[config.mk]
export PLATFORM = sky130hd
export DESIGN_NAME = flash_program_host
export DESIGN_NICKNAME = d
export VERILOG_FILES = /design/src/inc/flash_cmd_pkg.sv /design/src/rtl/flash_program_host.sv
export VERILOG_INCLUDE_DIRS = /design/src /design/src/inc
export SDC_FILE = /design/constraint.sdc
export NUM_CORES = 1
export LEC_CHECK = 0
export ABC_CLOCK_PERIOD_IN_PS = 8480
export BUFFER_PORTS_ARGS = -buffer_cell sky130_fd_sc_hd__clkbuf_2
export CAP_MARGIN = 40
export CORE_UTILIZATION = 60
export CTS_CLUSTER_DIAMETER = 100
export DETAILED_ROUTE_END_ITERATION = 6
export PLACE_DENSITY = 0.91
export RECOVER_POWER = 50
export SLEW_MARGIN = 20
export SYNTH_ARGS = -nofsm -noshare
export SYNTH_HDL_FRONTEND = slang
export SYNTH_SLANG_ARGS = --single-unit
export TNS_END_PERCENT = 1
[constraint.sdc]
create_clock -name core_clk -period 8.48 [get_ports core_clk]
set_input_delay 2.544 -clock core_clk [delete_from_list [all_inputs] [get_ports core_clk]]
set_output_delay 2.544 -clock core_clk [all_outputs]
set_load 0.03 [all_outputs]
[src/inc/flash_cmd_regs.svh]
// Purpose: opcodes, frame layout and timing counts for the flash host
// Assumes: core clock of 10 MHz; serial clock made here by a divider
// Notes:   definitions only
`ifndef FLASH_CMD_REGS_SVH
`define FLASH_CMD_REGS_SVH

`define OPC_BUF1_LOAD     8'h84
`define OPC_BUF2_LOAD     8'h87
`define OPC_BUF1_PROG_ER  8'h83
`define OPC_BUF2_PROG_ER  8'h86
`define OPC_BUF1_PROG_NE  8'h88
`define OPC_BUF2_PROG_NE  8'h89
`define OPC_PAGE_ERASE    8'h81
`define OPC_BLOCK_ERASE   8'h50
`define OPC_BUF1_PROG_TH  8'h82
`define OPC_BUF2_PROG_TH  8'h85
`define OPC_BUF1_COPY     8'h53
`define OPC_BUF2_COPY     8'h55
`define OPC_BUF1_REWRITE  8'h58
`define OPC_BUF2_REWRITE  8'h59

// frame: one opcode byte, then three address bytes, msb first
`define HDR_BYTES         3'h4
`define LAST_BIT          3'h7
`define PAGE_BITS         13
`define POS_BITS          10
`define LOAD_PAD_BITS     14
`define PAGE_PAD_BITS     10
`define BLOCK_PAD_BITS    13

// core clock and the times the host keeps on the link
`define CLK_PERIOD_NS     100
`define SCK_HALF_NS       200
`define SCK_HALF_CYC      ((`SCK_HALF_NS + `CLK_PERIOD_NS - 1) / `CLK_PERIOD_NS)
`define CS_HIGH_NS        300
`define CS_HIGH_CYC       ((`CS_HIGH_NS + `CLK_PERIOD_NS - 1) / `CLK_PERIOD_NS)
`define BUSY_SETTLE_NS    500
`define BUSY_SETTLE_CYC   ((`BUSY_SETTLE_NS + `CLK_PERIOD_NS - 1) / `CLK_PERIOD_NS)

`endif

[src/inc/flash_cmd_pkg.sv]
// Purpose: types shared by the flash host and its bench
// Assumes: constants live in flash_cmd_regs.svh
// Notes:   none
package flash_cmd_pkg;

  typedef enum logic [2:0] {
    op_buf_load,
    op_prog_erase,
    op_prog_no_erase,
    op_page_erase,
    op_block_erase,
    op_prog_through,
    op_page_copy,
    op_auto_rewrite
  } op_e;

  typedef struct packed {
    op_e         op;
    logic        buf2;
    logic [12:0] page_number_bits;
    logic [9:0]  buffer_byte_position;
    logic [9:0]  byte_count;
  } cmd_s;

endpackage : flash_cmd_pkg

[src/rtl/flash_program_host.sv]
// Purpose: host that issues program, erase and transfer frames to a flash
// Assumes: ready pin is high when the flash is idle; mode 0 serial clock
//          caller erases a page before program without erase
// Notes:   serial clock is a divided core clock, so one clock domain
//          a poll that runs out ends the command with done and timeout_err
//
// Behaviour
// - buffer load: opcode 84H/87H, 14 pad bits, 10-bit start position.
// - program with erase: 83H/86H, reserved bit, 13-bit page, 10 pad.
// - program without erase: 88H/89H, same page addressing, self-timed.
// - host must have erased the target page before program without erase.
// - page erase: 81H, reserved bit, 13-bit page, 10 pad bits.
// - block erase: 50H, reserved bit, upper ten page bits, 13 pad.
// - program through buffer: 82H/85H, page, start position, then data.
// - page to buffer copy: 53H/55H, page, 10 pad; starts on rise.
// - host keeps chip select low while clocking opcode and address.
// - auto rewrite: 58H/59H copies page to buffer, programs it back.
// - auto rewrite: last 10 address bits ignored, starts on rise.
// - frame starts on chip select fall; everything shifted msb first.
`timescale 1ns/10ps
`include "flash_cmd_regs.svh"

module flash_program_host
  import flash_cmd_pkg::*;
#(
  parameter int unsigned TIMEOUT_CYCLES = 32'd1000000
) (
  input  wire logic core_clk,
  input  wire logic reset,
  input  wire logic cmd_valid,
  output logic      cmd_ready,
  input  wire cmd_s cmd,
  input  wire logic wr_valid,
  output logic      wr_ready,
  input  wire logic [7:0] wr_data,
  output logic      busy,
  output logic      done,
  output logic      timeout_err,
  output logic      flash_ready,
  output logic      cs_n,
  output logic      sck,
  output logic      si,
  input  wire logic rdy_busy_pin
);

  typedef enum logic [2:0] {
    st_idle,
    st_low,
    st_high,
    st_load,
    st_csgap,
    st_settle,
    st_poll
  } state_e;

  localparam logic [3:0]  half_cyc   = 4'(`SCK_HALF_CYC);
  localparam logic [31:0] gap_cyc    = 32'(`CS_HIGH_CYC);
  localparam logic [31:0] settle_cyc = 32'(`BUSY_SETTLE_CYC);
  localparam logic [31:0] limit_cyc  = 32'(TIMEOUT_CYCLES);

  state_e      state;
  cmd_s        cmd_q;
  logic [7:0]  sr;
  logic [2:0]  bit_cnt;
  logic [2:0]  hdr_cnt;
  logic [9:0]  data_left;
  logic [3:0]  div;
  logic [31:0] cnt;
  logic        rdy_meta;
  logic        rdy_s2;
  logic        rdy_s3;
  logic [23:0] addr;
  logic        half_done;
  logic        has_data;
  logic        self_timed;
  logic [9:0]  block_number_bits;

  function automatic logic [7:0] opcode(input cmd_s c);
    logic [7:0] o;
    o = 8'h00;
    case (c.op)
      op_buf_load:      o = c.buf2 ? `OPC_BUF2_LOAD : `OPC_BUF1_LOAD;
      op_prog_erase:    o = c.buf2 ? `OPC_BUF2_PROG_ER : `OPC_BUF1_PROG_ER;
      // page must already be erased; ordering is the caller's duty
      op_prog_no_erase: o = c.buf2 ? `OPC_BUF2_PROG_NE : `OPC_BUF1_PROG_NE;
      op_page_erase:    o = `OPC_PAGE_ERASE;
      op_block_erase:   o = `OPC_BLOCK_ERASE;
      op_prog_through:  o = c.buf2 ? `OPC_BUF2_PROG_TH : `OPC_BUF1_PROG_TH;
      op_page_copy:     o = c.buf2 ? `OPC_BUF2_COPY : `OPC_BUF1_COPY;
      op_auto_rewrite:  o = c.buf2 ? `OPC_BUF2_REWRITE : `OPC_BUF1_REWRITE;
      default:          o = `OPC_PAGE_ERASE;
    endcase
    return o;
  endfunction : opcode

  // low three page bits pick a page inside the block and are not sent
  assign block_number_bits = cmd_q.page_number_bits[12:3];

  // 24-bit address field for each frame kind
  always_comb begin
    case (cmd_q.op)
      op_buf_load:
        addr = {{`LOAD_PAD_BITS{1'b0}}, cmd_q.buffer_byte_position};
      op_prog_through:
        addr = {1'b0, cmd_q.page_number_bits,
                cmd_q.buffer_byte_position};
      op_block_erase:
        addr = {1'b0, block_number_bits,
                {`BLOCK_PAD_BITS{1'b0}}};
      default:
        // program, erase, copy and rewrite share page addressing
        addr = {1'b0, cmd_q.page_number_bits,
                {`PAGE_PAD_BITS{1'b0}}};
    endcase
  end

  always_comb begin
    has_data   = (cmd_q.op == op_buf_load) ||
                 (cmd_q.op == op_prog_through);
    self_timed = (cmd_q.op != op_buf_load);
    half_done  = (div == half_cyc - 4'h1);
  end

  // ready pin: three flops against metastability
  always_ff @(posedge core_clk or posedge reset) begin
    if (reset) begin
      rdy_meta <= 1'b0;
      rdy_s2   <= 1'b0;
      rdy_s3   <= 1'b0;
    end else begin
      rdy_meta <= rdy_busy_pin;
      rdy_s2   <= rdy_meta;
      rdy_s3   <= rdy_s2;
    end
  end

  // a change counts once the last two stages agree
  always_ff @(posedge core_clk or posedge reset) begin
    if (reset) begin
      flash_ready <= 1'b0;
    end else if (rdy_s2 == rdy_s3) begin
      flash_ready <= rdy_s3;
    end
  end

  // no new frame while the flash still reports busy
  assign cmd_ready = (state == st_idle) && flash_ready;
  assign wr_ready  = (state == st_load);
  assign busy      = (state != st_idle);
  assign si        = sr[7];

  // divider for the serial clock halves
  always_ff @(posedge core_clk or posedge reset) begin
    if (reset) begin
      div <= 4'h0;
    end else if ((state == st_low || state == st_high) && !half_done) begin
      div <= div + 4'h1;
    end else begin
      div <= 4'h0;
    end
  end

  // frame sequencer
  always_ff @(posedge core_clk or posedge reset) begin
    if (reset) begin
      state     <= st_idle;
      cmd_q     <= '0;
      sr        <= 8'h00;
      bit_cnt   <= 3'h0;
      hdr_cnt   <= 3'h0;
      data_left <= 10'h000;
      cs_n      <= 1'b1;
      sck       <= 1'b0;
      cnt       <= 32'h0;
    end else begin
      case (state)
        st_idle: begin
          sck <= 1'b0;
          cnt <= 32'h0;
          if (cmd_valid && cmd_ready) begin
            cmd_q     <= cmd;
            data_left <= cmd.byte_count;
            sr        <= opcode(cmd);
            bit_cnt   <= 3'h0;
            hdr_cnt   <= 3'h1;
            cs_n      <= 1'b0;
            state     <= st_low;
          end
        end
        st_low: begin
          // si already holds the bit; one half of setup before the rise
          if (half_done) begin
            sck   <= 1'b1;
            state <= st_high;
          end
        end
        st_high: begin
          if (half_done) begin
            sck <= 1'b0;
            if (bit_cnt != `LAST_BIT) begin
              sr      <= {sr[6:0], 1'b0};
              bit_cnt <= bit_cnt + 3'h1;
              state   <= st_low;
            end else if (hdr_cnt != `HDR_BYTES) begin
              // chip select stays low through the whole header
              bit_cnt <= 3'h0;
              hdr_cnt <= hdr_cnt + 3'h1;
              state   <= st_low;
              case (hdr_cnt)
                3'h1:    sr <= addr[23:16];
                3'h2:    sr <= addr[15:8];
                default: sr <= addr[7:0];
              endcase
            end else if (has_data && data_left != 10'h000) begin
              bit_cnt <= 3'h0;
              state   <= st_load;
            end else begin
              // rise only after the full header: this launches the job
              cs_n  <= 1'b1;
              cnt   <= 32'h0;
              state <= st_csgap;
            end
          end
        end
        st_load: begin
          // serial clock simply pauses while the stream has no byte
          if (wr_valid) begin
            sr        <= wr_data;
            data_left <= data_left - 10'h001;
            state     <= st_low;
          end
        end
        st_csgap: begin
          if (cnt >= gap_cyc - 32'h1) begin
            cnt   <= 32'h0;
            state <= self_timed ? st_settle : st_idle;
          end else begin
            cnt <= cnt + 32'h1;
          end
        end
        st_settle: begin
          // the pin may lag the rise; give it time to drop to busy
          if (cnt >= settle_cyc - 32'h1) begin
            cnt   <= 32'h0;
            state <= st_poll;
          end else begin
            cnt <= cnt + 32'h1;
          end
        end
        st_poll: begin
          if (flash_ready || cnt >= limit_cyc - 32'h1) begin
            cnt   <= 32'h0;
            state <= st_idle;
          end else begin
            cnt <= cnt + 32'h1;
          end
        end
        default: begin
          cs_n  <= 1'b1;
          sck   <= 1'b0;
          state <= st_idle;
        end
      endcase
    end
  end

  // one-cycle completion pulse at the end of every command
  always_ff @(posedge core_clk or posedge reset) begin
    if (reset) begin
      done <= 1'b0;
    end else if (state == st_csgap && !self_timed &&
                 cnt >= gap_cyc - 32'h1) begin
      done <= 1'b1;
    end else if (state == st_poll &&
                 (flash_ready || cnt >= limit_cyc - 32'h1)) begin
      done <= 1'b1;
    end else begin
      done <= 1'b0;
    end
  end

  // sticky timeout; the next accepted command clears it, the set wins
  always_ff @(posedge core_clk or posedge reset) begin
    if (reset) begin
      timeout_err <= 1'b0;
    end else if (state == st_poll && !flash_ready &&
                 cnt >= limit_cyc - 32'h1) begin
      timeout_err <= 1'b1;
    end else if (cmd_valid && cmd_ready) begin
      timeout_err <= 1'b0;
    end
  end

endmodule : flash_program_host

Word level (Yosys, flattened, before mapping)
Cells that the tools add are included.
{ "totals": {"register_bits": 97, "latchBits": 0, "mem_bits_rw": 0, "romBits": 0, "input_bits": 50, "out_inout_bits": 9, "wordCells": 160, "n_memories": 0} }
{ "classes": {"n_addsub": 5, "multipliers": 0, "n_div": 0, "order_cmp": 3, "eq_ne": 34, "n_shift": 0, "n_mux": 61, "n_bitwise": 2, "reduce_logical": 37} }
{ "op_table": {"columns": ["cell", "count"], "rows": [
  ["32-bit two-way mux", 7],
  ["32-bit one-hot mux with 5 select lines", 1],
  ["23-bit one-hot mux with 3 select lines", 1],
  ["3-bit two-way mux", 22],
  ["8-bit one-hot mux with 8 select lines", 1],
  ["8-bit two-way mux", 5],
  ["32-bit by 1-bit adder with 32-bit output (second input constant)", 1],
  ["32-bit by 2-bit >= comparator with 1-bit output (second input constant)", 1],
  ["32-bit by 20-bit >= comparator with 1-bit output (second input constant)", 1],
  ["32-bit by 3-bit >= comparator with 1-bit output (second input constant)", 1],
  ["3-bit == test (second input constant)", 9],
  ["8-bit one-hot mux with 3 select lines", 1],
  ["3-bit one-hot mux with 7 select lines", 1],
  ["10-bit two-way mux", 2],
  ["10-bit one-hot mux with 2 select lines", 1],
  ["8-bit one-hot mux with 2 select lines", 1],
  ["3-bit by 2-bit == test with 1-bit output (second input constant)", 5],
  ["5-bit AND reduction", 3],
  ["2-bit != test (second input constant)", 7],
  ["1-bit two-way mux", 12],
  ["3-bit one-hot mux with 2 select lines", 2],
  ["10-bit nonzero test", 1],
  ["10-bit by 1-bit subtractor with 10-bit output (second input constant)", 1],
  ["3-bit by 1-bit == test with 1-bit output (second input constant)", 3],
  ["26 further kinds", 52]
]} }

Depth between registers and ports, before layout
{ "logic_depth": {"ltp_word": 8, "ltp_mapped": 11} }

Worst setup path before layout
Ideal clock, no wire load.
{ "synth_timing": {"path_type": "reg2out", "startpoint": "register state[2]", "endpoint": "output port wr_ready", "arrival_ns": 1.547, "t_required_ns": 5.936, "slack_ns": 4.389, "path_stages_with_launch": 6, "cell_sequence": "dfrtp_1 -> buf_1 -> nor2b_1 -> nand2_1 -> inv_1 -> clkbuf_1"} }
{ "synth_between": {"elab_chain_len": 1} }
{ "synth_rtl": {"columns": ["element", "line", "source"], "rows": [
  ["start: declaration", "flash_program_host.sv:61", "state_e state;"],
  ["start signal: assignment", "flash_program_host.sv:166", "state <= st_idle;"],
  ["start signal: assignment", "flash_program_host.sv:187", "state <= st_low;"],
  ["start signal: assignment", "flash_program_host.sv:194", "state <= st_high;"],
  ["3-bit by 2-bit == test with 1-bit output", "flash_program_host.sv:148", "assign wr_ready = (state == st_load);"],
  ["end: declaration", "flash_program_host.sv:34", "output logic wr_ready,"]
]} }
No other way between the ends.

Worst setup path after layout
{ "layout_timing": {"startpoint": "register state[1]", "endpoint": "output port wr_ready"} }
Same word-level chain as after synthesis.

==> impl_metrics.json <==
{
  "run_status": "complete, but fails checks",
  "violations": "DRC, capacitance limit, slew limit",
  "endpoint": "wr_ready",
  "yosys.area.top_type": "dfrtp_1",
  "p_int_w": 0.000961,
  "grt_max_degree": 48,
  "path_class": "flip-flop to output port",
  "power_frac_comb_pct": 40.6,
  "grtUsageTotal_pct": 28.2,
  "initial_core_util_pct": 62.3,
  "antenna_found_initial": 0,
  "root_buffer": "clkbuf_8",
  "synth_mux_area_share_pct": 0.779,
  "antennaDiodeCount": 0,
  "coreArea_mm2": 0.00876,
  "r2r_end": "cnt[2]",
  "wl_per_cell_um": 16.1,
  "synth.top_cell.area_share_pct": 44.0,
  "setup_viol": 0,
  "num_vias": 5109,
  "syn_area_per_cell_um2": 8.38,
  "multi_input_area_mm2": 0.00276,
  "cts_resized": 0,
  "wl_um": 13000,
  "rr_worst_depth": 7,
  "placementRows": 34,
  "post-route-drc-count": 1,
  "cpPeakStageDelay_ns": 0.60,
  "endpoint_kind": "output port",
  "grt_overflow": 0,
  "cp.required_ns": 5.94,
  "synthSimpleGateAreaFrac_pct": 27.0,
  "portBuffers": 58,
  "drive_gt1_share_pct": 12.7,
  "synthArstFlopShare_pct": 100,
  "cp_max_fo": 21,
  "dpl.hpwl_um": 9220,
  "die_h_um": 97.4,
  "netlist_instances": 651,
  "synth-compound-area-share_pct": 19.3,
  "finalSetupTns_ns": 0,
  "synth_edf_count": 0,
  "ff2ff_setup_slack_ns": 4.58,
  "ctsHoldBuffers": 0,
  "h-tree-depth": 3,
  "nNetsFinal": 757,
  "synth_top_cells_by_area": "dfrtp_1, nand2_1, o21ai_0",
  "clk_latency_ns": 0.37,
  "rsz0062_at_grt": "no",
  "dr.first_iter.drc_count": 448,
  "ys_seq_elements": 97,
  "seqPwrFrac_pct": 41.2,
  "path_cells": "nor2b_1 > nand2_1 > inv_1 > clkbuf_2",
  "dpl.cell_count": 790,
  "cp_data_arrival_time_ns": 2.65,
  "hold_viol_final": 0,
  "cts_tree": "done",
  "grt_pass1_wl_um": 21900,
  "cts_setup_buffers": 0,
  "drv_cap": 1,
  "instances_no_fill": 807,
  "grt_use_met1_pct": 39.0,
  "place_area_mm2": 0.00581,
  "hp-class": "flip-flop to flip-flop",
  "fin_area_mm2": 0.00597,
  "io_pins": 59,
  "die_w_um": 97.4,
  "final.setup.worst_slack_ns": 3.28,
  "crit_slowest_cell": "dfrtp_1",
  "ir_worst_vdd_v": 0.000206,
  "yosys.cell_count.top_type": "nand2_1",
  "critPathLaunchType": "flip-flop",
  "syn_area_mm2": 0.00546,
  "crit_cells": 4,
  "pwr-share-clk_pct": 18.2,
  "synth_cell_types": 63,
  "grt_util_met2_pct": 45.0,
  "r2r-start": "state[0]",
  "regArea_mm2": 0.00243,
  "netSwitchingPower_w": 0.000746,
  "dr.pass1.iters": 7,
  "fin_skew_ns": 0.0220,
  "routabilityCongestion": 0.982,
  "synth_top_family_by_area": "simple AND/OR/NAND/NOR gates",
  "vias_per_cell": 6.33,
  "worstMarginPinSlew_ns": 1.88,
  "synthAdderAreaFrac_pct": 3.16,
  "yosysWarnings": 0,
  "maxSlewHeadroom_pct": -25.5,
  "fillers": 689,
  "yosys_most_used_dff": "dfrtp_1",
  "die_area_mm2": 0.00948,
  "crit_buf_inv": 2,
  "grt_busiest_layer": "met2",
  "postRouteAntennaNets": 0,
  "cts_buffer_depth": 2,
  "max_freq_ghz": 0.192,
  "yosys.area_share.xor_xnor_pct": 0.642,
  "synth_fp_nets": 714,
  "drv_slew": 35,
  "pwr_density_cell_mw_per_mm2": 286,
  "p_leak_nw": 2.81,
  "fin_crit_ns": 5.20,
  "cp_top_family": "simple AND/OR/NAND/NOR gates",
  "place_ws_ns": 3.75,
  "grtUsageMet3_pct": 4.82,
  "area_growth_syn_to_layout_pct": 9.31,
  "ys_top_cells_by_count": "nand2_1, dfrtp_1, o21ai_0, nor2_1, a21oi_1",
  "power_switching_share_pct": 43.7,
  "grt_pass1_vias": 4747,
  "path_clk_slew_ns": 0.10,
  "numClockSinks": 97,
  "finalCritPeriodShare_pct": 61.3,
  "ys_seq_area_share_pct": 44.5,
  "numCtsBuffers": 9,
  "critPathLaunch": "state[1]"
}
==> registers in the layout (all words and copies together), names as in the netlist, 3 cells and up <==
signal and cells:
bit_cnt 3, state 3, div 4, cmd_q 16, data_left 10, sr 8, cnt 32, block_number_bits 10
hdr_cnt 3
==> final cells by class <==
type	instances	area share (%)
multi-input cells	498	46.2
flip-flops and latches	97	40.7
repair buffers	66	6.00
clock buffers	10	2.31
well taps	108	2.27
inverters	22	1.41
clock inverters	6	1.11
==> logic make-up after synthesis <==
kind of cell / Yosys count
AO/OA/AOI/OAI: 162
XOR/XNOR: 4
adder cells (fa/ha/maj): 14
buffers and inverters: 56
flip-flops: 97
multiplexers: 4
AND/OR/NAND/NOR: 314
==> power groups by stage <==
stage / Sequential, W / Clock (W) / Combinational (W)
final: 0.000703 / 0.000311 / 0.000692
after global routing: 0.000718 / 0.000333 / 0.000777
after CTS: 0.000700 / 0.000315 / 0.000717
after detailed placement: 0.000707 / 0 / 0.000712
after global placement: 0.000699 / 0 / 0.000652
after floorplan: 0.000677 / 0 / 0.000563
==> stage by stage <==
stage	power, W	utilization (%)	hold slack, ns
5_1_grt	0.00183	68.1	0.366
2_1_floorplan	0.00124	-	0.331
4_1_cts	0.00173	68.7	0.364
6_report	0.00171	68.1	0.360
3_3_place_gp	0.00135	65.5	0.338
3_5_place_dp	0.00142	66.3	0.341
==> cell usage in the layout, fill, tap and decap left out, types with 4 or more instances in the layout <==
cell type and n:
nor4_1 17, o21ai_0 46, nand4_1 6, a21oi_1 37, clkbuf_1 5, and2_1 6, nor3b_1 4, a22oi_1 4
o21a_1 4, dfrtp_1 96, ha_1 13, nor2b_1 9, o221ai_1 8, clkbuf_2 57, a31oi_1 8, inv_1 21
a211oi_1 5, nand3_1 19, a41oi_1 4, clkbuf_8 10, nor3_1 22, a221oi_1 5, nand2b_1 5, and3_1 13
nor2_1 42, o211ai_1 7, nand2_1 154, a22o_1 4, o22ai_1 11
==> how the worst min path moves through the flow <==
stage | start | endpoint | slack, ns | cells after the start
2_1_floorplan | rdy_meta | rdy_s2 | 0.33 | 0
3_3_place_gp | rdy_meta | rdy_s2 | 0.34 | 0
3_5_place_dp | rdy_meta | rdy_s2 | 0.34 | 0
4_1_cts | rdy_meta | rdy_s2 | 0.36 | 0
5_1_grt | rdy_meta | rdy_s2 | 0.37 | 0
6_report | rdy_meta | rdy_s2 | 0.36 | 0
==> per-layer routing <==
layer  up-vias  wire (um)  part of all wire [%]
li1       2418          -                     -
met2       232       6200                    48
met4         0        369                   2.8
met1      2420       5640                    43
met3        39        826                   6.3
met5         -          0                     0
No activity file was read; power rests on OpenSTA's default activity.
